==> config.mk <==
export PLATFORM = sky130hd
export DESIGN_NAME = ets_elapsed_time
export DESIGN_NICKNAME = d
export VERILOG_FILES = /design/src/rtl/ets_pkg.sv /design/src/rtl/ets_elapsed_time.sv
export SDC_FILE = /design/constraint.sdc
export NUM_CORES = 1
export LEC_CHECK = 0
export ABC_AREA = 1
export BUFFER_PORTS_ARGS = -buffer_cell sky130_fd_sc_hd__buf_2
export CAP_MARGIN = 10
export CELL_PAD_IN_SITES_DETAIL_PLACEMENT = 1
export CELL_PAD_IN_SITES_GLOBAL_PLACEMENT = 2
export CORE_UTILIZATION = 30
export CTS_CLUSTER_SIZE = 8
export DETAILED_ROUTE_END_ITERATION = 6
export PLACE_DENSITY_LB_ADDON = 0.1
export SYNTH_ARGS = -nofsm -noshare
export SYNTH_HDL_FRONTEND = slang
export SYNTH_SLANG_ARGS = --single-unit
export TNS_END_PERCENT = 10
==> constraint.sdc <==
create_clock -name clk -period 4.2 [get_ports clk]
set_input_delay 0.42 -clock clk [delete_from_list [all_inputs] [get_ports clk]]
set_output_delay 0.42 -clock clk [all_outputs]
set_load 0.03 [all_outputs]
==> src/rtl/ets_pkg.sv <==
// Elapsed-time counter constants, register map and carrier types
// How it works
// - Time is seconds plus 1/65536-second subseconds
// - Enabled trigger edge captures time sample
// - Sample holds seconds low byte, then subseconds
// - Accepted incoming pulse also captures sample
// - External time pulse is input only
// - Shared line driven only when output enabled
// - Pulse outside window is declared lost
// - After loss, software must reselect external
// - Separate arrived, lost and found events
// - Free-running ignores both lines for timing
// - Master emits shared pulse each second
// - Master-sync aligns to external, falls back
// - Slave aligns to shared line, falls back
// - Time read is one atomic snapshot
// - Time is four seconds bytes, two subsecond
// - Time write adds signed differences
// - Source select: 0 external, 1 internal default
// - Output enable: 0 shared input, 1 drive
// - 16-bit threshold in subseconds, reset 0
// - Polarity bit per trigger, 1 falling
// - Eight-bit trigger enable, reset all off
// - Trigger count is a build parameter
// - Window is 65535-th to 65536+th; max disables
// - Loss on external reverts source to internal
// - Internal source still flags found pulses
package ets_pkg;
  localparam int unsigned CLK_FREQ_HZ = 250000000;
  localparam logic [31:0] SUB_RATE = 32'h0001_0000;
  localparam logic [15:0] SUB_MAX = 16'hFFFF;
  localparam logic [15:0] HALF_SEC_SUB = 16'h8000;
  localparam logic [15:0] PULSE_WIDTH_SUB = 16'h0100;
  localparam logic [16:0] NOMINAL_GAP = 17'h0FFFF;
  localparam logic [16:0] GAP_SAT = 17'h1FFFF;
  localparam logic [7:0] REG_SEC = 8'h00;
  localparam logic [7:0] REG_SUB = 8'h04;
  localparam logic [7:0] REG_CTRL = 8'h08;
  localparam logic [7:0] REG_THRESH = 8'h0C;
  localparam logic [7:0] REG_TRIG_POL = 8'h10;
  localparam logic [7:0] REG_TRIG_EN = 8'h14;
  localparam logic [7:0] REG_EVENT = 8'h18;
  localparam logic [7:0] REG_PPS_SAMP = 8'h1C;
  localparam logic [2:0] REG_TRIG_SAMP_HI = 3'h1;
  localparam int CTRL_SRC = 0;
  localparam int CTRL_OE = 1;
  localparam int EV_ARRIVED = 0;
  localparam int EV_LOST = 1;
  localparam int EV_FOUND = 2;
  localparam int EV_TRIG_LSB = 8;
  localparam logic SRC_EXTERNAL = 1'b0;
  localparam logic SRC_INTERNAL = 1'b1;
  localparam logic SRC_RST = SRC_INTERNAL;
  localparam logic OE_RST = 1'b0;
  localparam logic [15:0] THRESH_RST = 16'h0000;
  localparam logic [7:0] TRIG_RST = 8'h00;

  typedef enum logic [3:0] {
    MODE_FREE = 4'h1,
    MODE_MASTER = 4'h2,
    MODE_MSYNC = 4'h4,
    MODE_SLAVE = 4'h8
  } ets_mode_t;

  typedef struct packed {
    logic [31:0] sec;
    logic [15:0] sub;
  } ets_time_t;

  typedef struct packed {
    logic src;
    logic outEn;
    logic [15:0] thresh;
  } ets_pps_cfg_t;
endpackage

==> src/rtl/ets_elapsed_time.sv <==
// Elapsed-time counter with triggers and pulse-per-second sync
//
// Design decisions made here: the address-and-strobe port and the register offsets.
`timescale 1ns/100ps
`default_nettype none
module ets_elapsed_time
  import ets_pkg::*;
#(
  parameter int NUM_TRIG = 8,
  parameter int unsigned CLK_HZ = CLK_FREQ_HZ
) (
  // Clock and reset
  input wire logic clk,
  input wire logic srst,
  // Register port
  input wire logic [7:0] regAddr,
  input wire logic [31:0] regWdata,
  input wire logic regWr,
  input wire logic regRd,
  output logic [31:0] regRdata,
  // Pulse lines
  input wire logic extTimePulseIn,
  input wire logic sharedPulseLineIn,
  output logic sharedPulseLineOut,
  output logic sharedPulseLineOe,
  // Triggers
  input wire logic [NUM_TRIG-1:0] trigIn,
  // Event pulses
  output logic ppsArrived,
  output logic ppsLost,
  output logic ppsFound
);

  function automatic logic [23:0] stamp24(input ets_time_t t);
    stamp24 = {t.sec[7:0], t.sub};
  endfunction

  ets_time_t now;
  ets_pps_cfg_t cfg;
  ets_mode_t mode;
  logic [31:0] fracAcc;
  logic [31:0] accSum;
  logic subTick;
  logic [31:0] adjSec;
  logic [15:0] snapSub;
  logic [7:0] trigPol;
  logic [7:0] trigEn;
  logic [NUM_TRIG-1:0] trigD;
  logic [NUM_TRIG-1:0] trigHit;
  logic [NUM_TRIG-1:0] trigFlags;
  logic [23:0] trigSamp [NUM_TRIG];
  logic [23:0] ppsSamp;
  logic [2:0] ppsFlags;
  logic [15:0] pulseCnt;
  logic ppsInD;
  logic havePrev;
  logic [16:0] gap;
  logic wrSec, wrSub, wrCtrl, wrEvent;
  logic ppsIn, ppsEdge, ext, inWindow, late;
  logic accept, lostNow, foundNow, secTick, emit;
  logic [16:0] winLo, winHi;
  logic [31:0] evWord;
  logic [2:0] trigIdx;

  assign wrSec = regWr && regAddr == REG_SEC;
  assign wrSub = regWr && regAddr == REG_SUB;
  assign wrCtrl = regWr && regAddr == REG_CTRL;
  assign wrEvent = regWr && regAddr == REG_EVENT;

  // Fractional accumulator gives an exact 65536 Hz average tick
  assign accSum = fracAcc + SUB_RATE;
  assign subTick = accSum >= CLK_HZ;

  always_comb begin
    case ({cfg.src, cfg.outEn})
      2'b10: mode = MODE_FREE;
      2'b11: mode = MODE_MASTER;
      2'b01: mode = MODE_MSYNC;
      2'b00: mode = MODE_SLAVE;
      default: mode = MODE_FREE;
    endcase
  end

  // Master modes sample the external input; otherwise the shared line
  assign ppsIn = cfg.outEn ? extTimePulseIn : sharedPulseLineIn;
  assign ppsEdge = ppsIn && !ppsInD;
  assign ext = cfg.src == SRC_EXTERNAL;
  assign winLo = NOMINAL_GAP - {1'b0, cfg.thresh};
  assign winHi = NOMINAL_GAP + 17'h1 + {1'b0, cfg.thresh};
  assign inWindow = gap >= winLo && gap <= winHi;
  // Gap saturates at the top, so maximum threshold never times out
  assign late = gap > winHi;
  assign accept = ppsEdge && ext && (inWindow || !havePrev);
  assign lostNow = ext && havePrev && ((ppsEdge && !inWindow) || (!ppsEdge && late));
  assign foundNow = ppsEdge && !ext;
  assign secTick = subTick && now.sub == SUB_MAX && !wrSub && !accept;
  assign emit = secTick && (mode == MODE_MASTER || mode == MODE_MSYNC);

  always_ff @(posedge clk) begin
    if (srst) begin
      now <= '0;
      fracAcc <= '0;
    end else if (wrSub) begin
      // Full-width add lets subsecond borrow reach the seconds
      // Tick still counts so an adjust never loses a subsecond
      now <= now + {adjSec, 16'h0000} + {{32{regWdata[15]}}, regWdata[15:0]}
        + 48'(subTick);
      fracAcc <= subTick ? accSum - CLK_HZ : accSum;
    end else if (accept) begin
      now.sub <= '0;
      fracAcc <= '0;
      if (now.sub >= HALF_SEC_SUB) begin
        now.sec <= now.sec + 32'h1;
      end
    end else begin
      fracAcc <= subTick ? accSum - CLK_HZ : accSum;
      if (subTick) begin
        now <= now + 48'h1;
      end
    end
  end

  always_ff @(posedge clk) begin
    if (srst) begin
      adjSec <= '0;
      snapSub <= '0;
    end else begin
      if (wrSec) begin
        adjSec <= regWdata;
      end
      if (regRd && regAddr == REG_SEC) begin
        snapSub <= now.sub;
      end
    end
  end

  always_ff @(posedge clk) begin
    if (srst) begin
      cfg <= '{src: SRC_RST, outEn: OE_RST, thresh: THRESH_RST};
      trigPol <= TRIG_RST;
      trigEn <= TRIG_RST;
    end else begin
      if (wrCtrl) begin
        cfg.src <= regWdata[CTRL_SRC];
        cfg.outEn <= regWdata[CTRL_OE];
      end
      // Hardware fallback beats a software write in the same cycle
      if (lostNow) begin
        cfg.src <= SRC_INTERNAL;
      end
      if (regWr && regAddr == REG_THRESH) begin
        cfg.thresh <= regWdata[15:0];
      end
      if (regWr && regAddr == REG_TRIG_POL) begin
        trigPol <= regWdata[7:0];
      end
      if (regWr && regAddr == REG_TRIG_EN) begin
        trigEn <= regWdata[7:0];
      end
    end
  end

  always_ff @(posedge clk) begin
    if (srst) begin
      ppsInD <= 1'b0;
      havePrev <= 1'b0;
      gap <= GAP_SAT;
      ppsSamp <= '0;
    end else begin
      ppsInD <= ppsIn;
      if (ppsEdge) begin
        gap <= '0;
        havePrev <= 1'b1;
      end else if (subTick && gap != GAP_SAT) begin
        gap <= gap + 17'h1;
      end
      // Reselecting restarts the window from the next pulse
      if (wrCtrl) begin
        havePrev <= 1'b0;
      end
      if (accept) begin
        ppsSamp <= stamp24(now);
      end
    end
  end

  always_ff @(posedge clk) begin
    if (srst) begin
      pulseCnt <= '0;
      sharedPulseLineOut <= 1'b0;
    end else if (!cfg.outEn) begin
      pulseCnt <= '0;
      sharedPulseLineOut <= 1'b0;
    end else if (emit) begin
      pulseCnt <= PULSE_WIDTH_SUB;
      sharedPulseLineOut <= 1'b1;
    end else if (subTick && pulseCnt != 16'h0) begin
      pulseCnt <= pulseCnt - 16'h1;
      sharedPulseLineOut <= pulseCnt != 16'h1;
    end
  end

  assign sharedPulseLineOe = cfg.outEn;

  always_ff @(posedge clk) begin
    if (srst) begin
      ppsFlags <= '0;
      ppsArrived <= 1'b0;
      ppsLost <= 1'b0;
      ppsFound <= 1'b0;
    end else begin
      ppsArrived <= accept;
      ppsLost <= lostNow;
      ppsFound <= foundNow;
      // Set wins over a write-one clear
      ppsFlags <= (ppsFlags & ~({3{wrEvent}} & regWdata[2:0]))
        | {foundNow, lostNow, accept};
    end
  end

  always_ff @(posedge clk) begin
    if (srst) begin
      trigD <= '0;
    end else begin
      trigD <= trigIn;
    end
  end

  for (genvar i = 0; i < NUM_TRIG; i++) begin : g_trig
    assign trigHit[i] = trigEn[i] && (trigPol[i] ? (trigD[i] && !trigIn[i])
      : (!trigD[i] && trigIn[i]));

  end

  // One process for all triggers keeps a single driver per array
  always_ff @(posedge clk) begin
    if (srst) begin
      trigSamp <= '{default: '0};
      trigFlags <= '0;
    end else begin
      for (int i = 0; i < NUM_TRIG; i++) begin
        if (trigHit[i]) begin
          trigSamp[i] <= stamp24(now);
        end
        // Set wins over a write-one clear
        trigFlags[i] <= trigHit[i] || (trigFlags[i]
          && !(wrEvent && regWdata[EV_TRIG_LSB + i]));
      end
    end
  end

  always_comb begin
    evWord = '0;
    evWord[EV_ARRIVED] = ppsFlags[0];
    evWord[EV_LOST] = ppsFlags[1];
    evWord[EV_FOUND] = ppsFlags[2];
    evWord[EV_TRIG_LSB +: NUM_TRIG] = trigFlags;
  end

  assign trigIdx = regAddr[4:2];

  always_ff @(posedge clk) begin
    if (srst) begin
      regRdata <= '0;
    end else if (regRd) begin
      case (regAddr)
        REG_SEC: regRdata <= now.sec;
        REG_SUB: regRdata <= {16'h0000, snapSub};
        REG_CTRL: regRdata <= {24'h0, mode, 2'b00, cfg.outEn, cfg.src};
        REG_THRESH: regRdata <= {16'h0000, cfg.thresh};
        REG_TRIG_POL: regRdata <= {24'h0, trigPol};
        REG_TRIG_EN: regRdata <= {24'h0, trigEn};
        REG_EVENT: regRdata <= evWord;
        REG_PPS_SAMP: regRdata <= {8'h00, ppsSamp};
        default: begin
          if (regAddr[7:5] == REG_TRIG_SAMP_HI && 32'(trigIdx) < NUM_TRIG) begin
            regRdata <= {8'h00, trigSamp[trigIdx]};
          end else begin
            regRdata <= '0;
          end
        end
      endcase
    end
  end
endmodule
`default_nettype wire

### Word level (Yosys, flattened, before mapping)

Cells that the tools add are included.

* add/subtract/negate cells: 11
* reductions and logical operators: 115
* bitwise logic cells: 7
* magnitude comparators: 6
* equality and inequality tests: 17
* multiplexer cells: 28

Operators with widths (count)
* 32-bit one-hot mux with 8 select lines: 1
* 48-bit two-way mux: 3
* 32-bit two-way mux: 4
* 48-bit adder: 2
* 24-bit binary-select mux with 3-bit select: 1
* 24-bit two-way mux: 3
* 1-bit logical AND: 63
* 48-bit by 1-bit adder with 48-bit output: 1
* 48-bit by 1-bit adder with 48-bit output, second input constant: 1
* 17-bit two-way mux: 2
* 32-bit by 1-bit adder with 32-bit output, second input constant: 1
* 32-bit by 17-bit adder with 32-bit output, second input constant: 1
* 8-bit by 5-bit equality test with 1-bit output, second input constant: 4
* 32-bit by 28-bit greater-or-equal comparator with 1-bit output, second input constant: 1
* 32-bit by 28-bit subtractor with 32-bit output, second input constant: 1
* 1-bit zero test: 30
* 9-bit two-way mux: 2
* 17-bit by 1-bit adder with 17-bit output, second input constant: 1
* 17-bit by 16-bit adder with 17-bit output, first input constant: 1
* 17-bit greater-or-equal comparator: 1
* 17-bit greater-than comparator: 1
* 17-bit less-or-equal comparator: 1
* 17-bit != test, second input constant: 1
* 16-bit by 16-bit subtractor with 17-bit output, first input constant: 1
* other kinds (29): 56

* output and inout port bits: 37
* word-level logic and storage cells: 216
* register bits after elaboration: 468
* input port bits: 54

### Longest topological paths before layout

Gate-level depths: netlist of run 1.

* depth in word-level cells: 9
* depth in mapped cells: 34
* depth with buffers taken out: 32

### Worst setup path after synthesis of run 1

No wires, ideal clock.

* kind: reg2reg
* start point: reg fracAcc[16]
* end point: reg now[37] (netlist name)
* buffers on the path: 2
* period minus slack after synthesis: 3.872 ns
* data required time: 4.089 ns
* slack: 0.328 ns
* data arrival time: 3.761 ns
* stages on the path, launching flop included: 33
* cell sequence: dfxtp_1 -> ha_1 -> nand2_2 -> nor2_4 -> xor2_1 -> nand2_1 -> nor2_2 -> nand2_1 -> nand2_1 -> nand2_2 -> nand2_4 -> buf_6 -> buf_6 -> fa_1 -> ha_1 -> inv_1 -> fa_1 -> inv_1 -> nand3_1 -> nand2_1 -> nand2_1 -> o211ai_1 -> nand2_1 -> nand2_1 -> nand2_1 -> nand2_1 -> nand2_1 -> nand2_1 -> nand2_1 -> nand2_1 -> nor2_1 -> nor2_1 -> nor2_1

* longest elaborated chain between the ends: 4
* elaborated cells on any way between the ends: 6

Ends and longest elaborated chain
* start, declared: line ets_elapsed_time.sv:41 `logic [31:0] fracAcc;`
* start signal, assigned: line ets_elapsed_time.sv:108 `fracAcc <= subTick ? accSum - CLK_HZ : accSum;`
* start signal, assigned: line ets_elapsed_time.sv:116 `fracAcc <= subTick ? accSum - CLK_HZ : accSum;`
* 32-bit by 17-bit adder with 32-bit output *: line ets_elapsed_time.sv:71 `assign accSum = fracAcc + SUB_RATE;`
* 32-bit by 28-bit greater-or-equal comparator with 1-bit output *: line ets_elapsed_time.sv:72 `assign subTick = accSum >= CLK_HZ;`
* 48-bit by 1-bit adder with 48-bit output or 3-bit nonzero test (tied branches)
* 48-bit two-way mux or 2-bit AND reduction (tied branches)
* end signal, assigned: line ets_elapsed_time.sv:106 `now <= now + {adjSec, 16'h0000} + {{32{regWdata[15]}}, regWdata[15:0]}`
* end signal, assigned: line ets_elapsed_time.sv:118 `now <= now + 48'h1;`
* end, declared: line ets_elapsed_time.sv:38 `ets_time_t now;`

Mark *: on every way between the ends. The rest lies on a longest branch, timed or not.
A chain may end at the register's enable or synchronous reset.

### Worst setup path in the final report of run 1

Ends and elaborated chain as after synthesis.

==> impl_results.md, run 1 <==
* Outcome: complete, no violations
* CTS tree: done
* Cells after synthesis at 3907
* Worst-margin pin slew at 1080 ps
* H-tree level count at 3
* Clk buf depth at 3
* Commonest register cell after synthesis: dfxtp_1
* Worst setup SP type: flip-flop
* Worst-path clk slew at 50 ps
* Type of the worst min-delay path: primary input to flip-flop
* WL per Instance at 22.2 µm
* Routed Antenna Nets at 0
* CTS sink count at 461
* Mapped Area at 26700 µm²
* Layout cells sized above 1 at 8.16%
* TritonRoute pass-1 iters at 5
* Vias/cell at 5.15
* Clk_lat worst skew at 640 ps
* Synth unique cells at 55
* Number of global-route vias before repair at 26600
* Max-cap check violation count at 0
* Maximum clock rate at 0.264 GHz
* Min Clock Period, post-route at 3790 ps
* Max stage delay cell, worst path: dfxtp_4
* GRT Overall Usage at 25.2%
* Final Hold Viols at 0
* CTS root buf: clkbuf_16
* Synth Register Bits at 461
* Total CTS buffers at 69
* Leading area contributor after synthesis: dfxtp_1
* Critical path required time at 4740 ps
* RSZ-0062 raised after global routing: true
* First-pass GRT wire length at 171000 µm
* Core area at 88200 µm²
* Residual DRC at 0
* Period utilisation layout at 90.3%
* Worst clock skew at 40.9 ps
* Syn_area_per_cell at 6.84 µm²
* Initial Utilization at 30.3%
* Crit path largest cell delay at 360 ps
* WL final at 115000 µm
* Port Buffers at 90
* Syn Nets at 4098
* Worst EP arrival at 4330 ps
* WS Path Type: flip-flop to flip-flop
* Sequential share of the synthesized area at 34.6%
* DRT iter0 DRCs at 1671
* Initial antenna violation count at 1
* Ports at 91
* Leak at 12.7 nW
* Ys Warns at 0
* EDFF count, synth at 0
* Layout Area Growth over Synthesis at 15.5%
* Final setup violation count at 0
* Top cells by area, synth: dfxtp_1, nand2_1, o21ai_0
* Die ar. at 90200 µm²
* Fin nets at 4179
* Pwr Density at 577 nW/µm²
* CP Max Fanout at 6
* TNS Setup at 0 ps
* Rel. slew slack at 27.8%
* Largest net degree at the start of global routing at 136
* Max-slew violations at 0
* HPWL after DPL at 84300 µm
* Die W at 300 µm
* Vias at 26700
* Most used cell, CP: nand2_1
* GR Overflow Total at 0
* Core Rows at 109
* Synth top area share at 34.6%
* RePlAce Congestion at 0.862
* Hold slack at 55.5 ps
* Async SR Flop Fraction at 0%
* Critical Path End Type: flip-flop
* IR drop worst, VDD at 0.000343 V
* Die Y at 300 µm
metal layers:
| layer | share of wire [%] | vias to the layer above | global-route usage, % |
|---|---|---|---|
| li1 | - | 13100 | - |
| met1 | 48 | 12900 | 34.6 |
| met2 | 45 | 458 | 40.4 |
| met3 | 3.5 | 152 | 3.11 |
| met4 | 3.3 | 0 | 8.82 |
| met5 | 0 | - | 0 |
path summary, 6_finish.rpt:
kind	start	end	slack [ps]	cells past startpoint
setup / recovery	fracAcc[16]	now[37]	410	30
hold / removal	trigIn[3]	trigD[3]	60	3
setup reg to reg	fracAcc[16]	now[37]	410	30
hold reg to reg	trigSamp[143]	trigSamp[143]	450	2
cell usage in the layout (no fill, tap or decap), drive strengths merged, types with 13 or more instances in the layout:
| cell type | Yosys | layout |
|---|---|---|
| a21oi | 366 | 366 |
| o21ai | 426 | 426 |
| o22ai | 22 | 22 |
| buf | 47 | 177 |
| a31oi | 17 | 17 |
| nand4 | 52 | 52 |
| nand2 | 782 | 782 |
| dlygate4sd3 | 0 | 21 |
| nand3b | 18 | 18 |
| inv | 319 | 322 |
| a22oi | 44 | 44 |
| clkbuf | 141 | 85 |
| nor3 | 64 | 64 |
| o211ai | 27 | 27 |
| nand3 | 204 | 204 |
| ha | 104 | 104 |
| fa | 33 | 33 |
| xor2 | 110 | 110 |
| dfxtp | 461 | 461 |
| nor2 | 570 | 570 |
| a211oi | 13 | 13 |
worst max-delay path, delay by kind of cell (launching register included):
family | cells | cell delay, ps
AND/OR/NAND/NOR | 22 | 2010
AO/OA/AOI/OAI | 1 | 150
buffers and inverters | 3 | 310
flip-flops | 1 | 360
adder cells (fa/ha/maj) | 4 | 880
logic make-up (layout without fill, tap and decap cells):
family / after synthesis / after routing / synth area share (%)
AND/OR/NAND/NOR: 1705 / 1705 / 26.8
AO/OA/AOI/OAI: 963 / 963 / 19.6
buffers and inverters: 518 / 617 / 7.60
flip-flops: 461 / 461 / 34.6
adder cells (fa/ha/maj): 137 / 137 / 7.35
XOR/XNOR: 122 / 122 / 4.00
multiplexers: 1 / 1 / 0.0375
other: 0 / 1 / 0
final cells by class:
type | count | area (µm²)
repair buffers | 198 | 1410
clock buffers | 85 | 1900
flip-flops and latches | 461 | 9230
inverters | 330 | 1250
multi-input cells | 2928 | 15500
well taps | 1165 | 1460
diodes | 1 | 2.50
clock inverters | 4 | 67.6
fillers | 11100 | 57400
cells in the mapped netlist, types with 2 or more instances:
cell,n
clkbuf_1,141
fa_1,33
o21bai_1,6
a41oi_1,7
a221oi_1,8
nand2_2,11
nor3_1,63
nor2_1,553
buf_4,5
a22oi_1,44
a31oi_1,17
inv_1,313
nor4_1,7
buf_2,9
xnor2_1,12
buf_1,26
ha_1,104
o21ai_0,426
a21oi_1,365
nand3_2,2
o221ai_1,2
o22ai_1,22
a21o_1,5
nand2_1,766
nand3_1,201
nand2_4,5
dfxtp_1,461
nand3b_1,18
buf_6,7
a211oi_1,12
xor2_1,110
o211ai_1,27
o2111ai_1,6
inv_2,5
o21a_1,8
and2_1,3
nor2_8,2
clkinv_1,10
nand4_1,52
nor2_2,9
a22o_1,2
nor2_4,6
nor3b_1,3
a21boi_0,2
what timing repair did:
action,CTS,global route
buffers inserted,0,3
setup endpoints to repair,0,26
gates resized for setup,0,24
hold buffers,21,0
endpoints found under the hold margin,21,0
state kept, by name, indices dropped and copies added, names as in the netlist, 17 cells and up:
| name | flops |
|---|---|
| trigSamp | 192 |
| gap | 17 |
| cfg | 17 |
| fracAcc | 25 |
| regRdata | 32 |
| ppsSamp | 24 |
| adjSec | 32 |
| now | 48 |
through the flow:
| step | cells | power (mW) | utilization, % | area, µm² | setup slack, ps |
|---|---|---|---|---|---|
| CTS | 5168 | 18.0 | 34.9 | 30800 | 95.8 |
| global route | 5171 | 19.0 | 35.0 | 30900 | -43.8 |
| finish | 5172 | 17.8 | 35.0 | 30900 | 409 |
| global placement | 5058 | 12.5 | 32.4 | 28600 | 143 |
| detailed placement | 5058 | 12.5 | 32.4 | 28600 | 105 |
| floorplan | 3907 | 9.98 | - | 26700 | 328 |
where the power goes:
| part | switching [mW] | leakage (nW) | internal, mW |
|---|---|---|---|
| registers | 0.681 | 3.74 | 4.78 |
| clock network | 2.14 | 0.965 | 3.20 |
| logic | 4.85 | 7.97 | 2.16 |
| total | 7.67 | 12.7 | 10.1 |
No activity file was read; power rests on OpenSTA's default activity.
==> run 2, diff against run 1 <==
--- a/config.mk
+++ b/config.mk
@@ -13,7 +13,7 @@
 export CORE_UTILIZATION = 30
 export CTS_CLUSTER_SIZE = 8
 export DETAILED_ROUTE_END_ITERATION = 6
-export PLACE_DENSITY_LB_ADDON = 0.1
+export PLACE_DENSITY = 0.68
 export SYNTH_ARGS = -nofsm -noshare
 export SYNTH_HDL_FRONTEND = slang
 export SYNTH_SLANG_ARGS = --single-unit
==> run 2 against run 1 <==
Register-to-register slack got worse by 60 ps; worst setup slack got worse by 62 ps; fmax fell by 1.6%; wire length fell by 1.9%; flip-flop and latch count did not move; power fell by 0.86%; critical path depth fell by 4; clock-buffer cell count fell by 3; final area fell by 0.55%; via count barely moved; critical path type unchanged.
==> impl_results.md, run 2 (synthesized netlist as in run 1, its figures left out) <==
* Outcome: complete, no violations
* WL per Instance at 21.8 µm (-1.6%)
* Core area at 88200 µm² (unchanged)
* Critical path required time at 4740 ps (about the same)
* Psw at 7.61 mW (-0.78%)
* Routed metal-1 wire length at 54000 µm (-2.1%)
* H-tree level count at 3 (unchanged)
* First-pass GRT wire length at 170000 µm (-1.1%)
* Clk_lat worst skew at 620 ps (-20 ps)
* Final setup violation count at 0 (unchanged)
* Worst clock skew at 33.8 ps (-7.16 ps)
* Port Buffers at 90 (unchanged)
* Combinational share of power at 39.4% (about the same)
* Worst Setup EP: now[20]
* Final Hold Viols at 0 (unchanged)
* Worst-margin pin slew at 1220 ps (+135 ps)
* Max-slew violations at 0 (unchanged)
* Core Rows at 109 (unchanged)
* Placed cell areas at 28500 µm² (-0.20%)
* Flop pwr share at 31.1% (+0.4 points)
* CTS tree: done
* Worst-path clk slew at 60 ps (about the same)
* WL final at 112000 µm (-1.9%)
* Number of global-route vias before repair at 26600 (-0.27%)
* Crit path launch: fracAcc[16]
* HPWL after DPL at 82200 µm (-2.5%)
* Post-Layout Inst Area at 30700 µm² (-0.55%)
* Multi-input gate area at 15600 µm² (+0.23%)
* Max-cap check violation count at 0 (unchanged)
* GRT Overall Usage at 24.7% (-0.49 points)
* IR drop worst, VDD at 0.000294 V (-14%)
* Internal power at 10.0 mW (-0.93%)
* Vias/cell at 5.17 (+0.36%)
* Ports at 91 (unchanged)
* RSZ-0062 raised after global routing: true
* Die ar. at 90200 µm² (unchanged)
* Die W at 300 µm (unchanged)
* Layout Area Growth over Synthesis at 14.9%
* R2R setup slack at 350 ps (-60 ps)
* Pwr Density at 575 nW/µm² (-0.32%)
* Vias at 26700 (+0.045%)
* Die Y at 300 µm (unchanged)
* Worst setup SP type: flip-flop
* Clk buf depth at 3 (unchanged)
* FF-to-FF path depth at 26 (-13%)
* Total CTS buffers at 69 (unchanged)
* Fill cells at 11100 (-0.22%)
* Worst EP arrival at 4390 ps (+60 ps)
* RR Startpoint: fracAcc[16]
* Commonest cells after routing, fill and taps aside: nand2_1, nor2_1, dfxtp_1
* Reg2Reg Capture Point: now[20]
* Residual DRC at 0 (unchanged)
* Clock Power Share at 29.5% (-0.5 points)
* Switching Share at 43.1% (about the same)
* CTS sink count at 461 (unchanged)
* Largest net degree at the start of global routing at 123 (-9.6%)
* Critical Path End Type: flip-flop
* Initial antenna violation count at 2 (+1)
* Met2 routed wirelength at 51200 µm (-0.95%)
* CP Max Fanout at 5 (-1)
* Min Clock Period, post-route at 3850 ps (+62.0 ps)
* Rel. slew slack at 18.7% (-9.0 points)
* GR Overflow Total at 0 (unchanged)
* CTS root buf: clkbuf_16
* Routed met3 length at 3600 µm (-9.9%)
* RePlAce Congestion at 0.893 (+3.6%)
* Max reg flops at 192 (unchanged)
* Highest metal used: met4
* Routed Antenna Nets at 0 (unchanged)
* Initial Utilization at 30.3% (unchanged)
* Sequential Area at 9230 µm² (about the same)
* Maximum clock rate at 0.260 GHz (-1.6%)
* Commonest non-fill, non-tap cell in the layout: nand2_1
* TritonRoute pass-1 iters at 5 (unchanged)
* Hold slack at 31.5 ps (-24.0 ps)
* Top Registers: trigSamp (192), now (48)
* Layout cells sized above 1 at 8.22% (+0.058 points)
* WS Path Type: flip-flop to flip-flop
* Type of the worst min-delay path: primary input to flip-flop
* Leak at 12.6 nW (-0.72%)
* Period utilisation layout at 91.7% (+1.5 points)
* Largest Register: trigSamp
* DRT iter0 DRCs at 1620 (-3.1%)
* Fin nets at 4165 (-0.34%)
-- run 2: stage by stage --
| step | std cells | setup slack (ps) | setup TNS (ps) | utilization, % | total power, mW |
|---|---|---|---|---|---|
| floorplan | 3907 | 328 | 0 | - | 9.98 |
| global placement | 5053 | 165 | 0 | 32.3 | 12.5 |
| detailed placement | 5053 | 72.3 | 0 | 32.3 | 12.5 |
| CTS | 5148 | 49.2 | 0 | 34.6 | 17.8 |
| global route | 5155 | -24.1 | -51.7 | 34.8 | 18.9 |
| finish | 5156 | 347 | 0 | 34.8 | 17.7 |
-- run 2: layer usage --
layer | GRT usage [%] | up-vias
met5 | 0 | -
met4 | 8.33 | 0
met3 | 2.57 | 155
met2 | 40.0 | 483
met1 | 34.1 | 13000
li1 | - | 13100
-- run 2: how the worst min path moves through the flow --
stage | start | to | slack, ps | cells after the start
after floorplan | trigSamp[0] | trigSamp[0] | 430 | 2
after global placement | ppsSamp[14] | ppsSamp[14] | 440 | 2
after detailed placement | trigSamp[143] | trigSamp[143] | 450 | 2
after CTS | regWdata[18] | adjSec[18] | 2 | 3
after global routing | regWdata[28] | adjSec[28] | 30 | 3
final | regWdata[18] | adjSec[18] | 30 | 3
-- run 2: cell type report --
cell class | instances | share of cell area (%)
antenna | 1 | 0.00815
clock buffer | 82 | 6.09
clock inverter | 5 | 0.188
inverter | 330 | 4.07
multi-input combinational | 2928 | 50.7
sequential | 461 | 30.1
tap | 1165 | 4.75
timing repair buffer | 184 | 4.08
-- run 2: power by group through the flow --
stage / Clock (mW) / Sequential (mW) / Combinational, mW
global route: 5.51 / 5.54 / 7.82
global placement: 0 / 5.58 / 6.91
detailed placement: 0 / 5.58 / 6.93
finish: 5.21 / 5.49 / 6.95
CTS: 5.37 / 5.49 / 6.97
floorplan: 0 / 5.30 / 4.68
-- run 2: critical path, stage by stage, from the launching register on --
cell and delay, ps:
dfxtp_4 370, ha_2 190, nand2_2 100, nor2_4 210
buf_4 150, nand3_1 70, nand2_1 80, nand2_2 70
clkinv_2 70, nand2_4 60, nor2_8 150, nand2_4 60
fa_1 360, ha_1 210, buf_4 150, nand3_1 80
nand2_1 160, inv_1 90, o21ai_0 180, buf_4 210
nand2_1 70, nand2_1 50, nand2_1 70, nand3_1 210
nand3_1 170, nor2_1 60, nor2_1 110
-- run 2: timing repair --
item | in CTS | in global routing
buffers inserted | 0 | 7
hold buffers | 8 | 0
setup endpoints to repair | 0 | 25
hold endpoints to repair | 8 | 0
resized for setup | 0 | 29
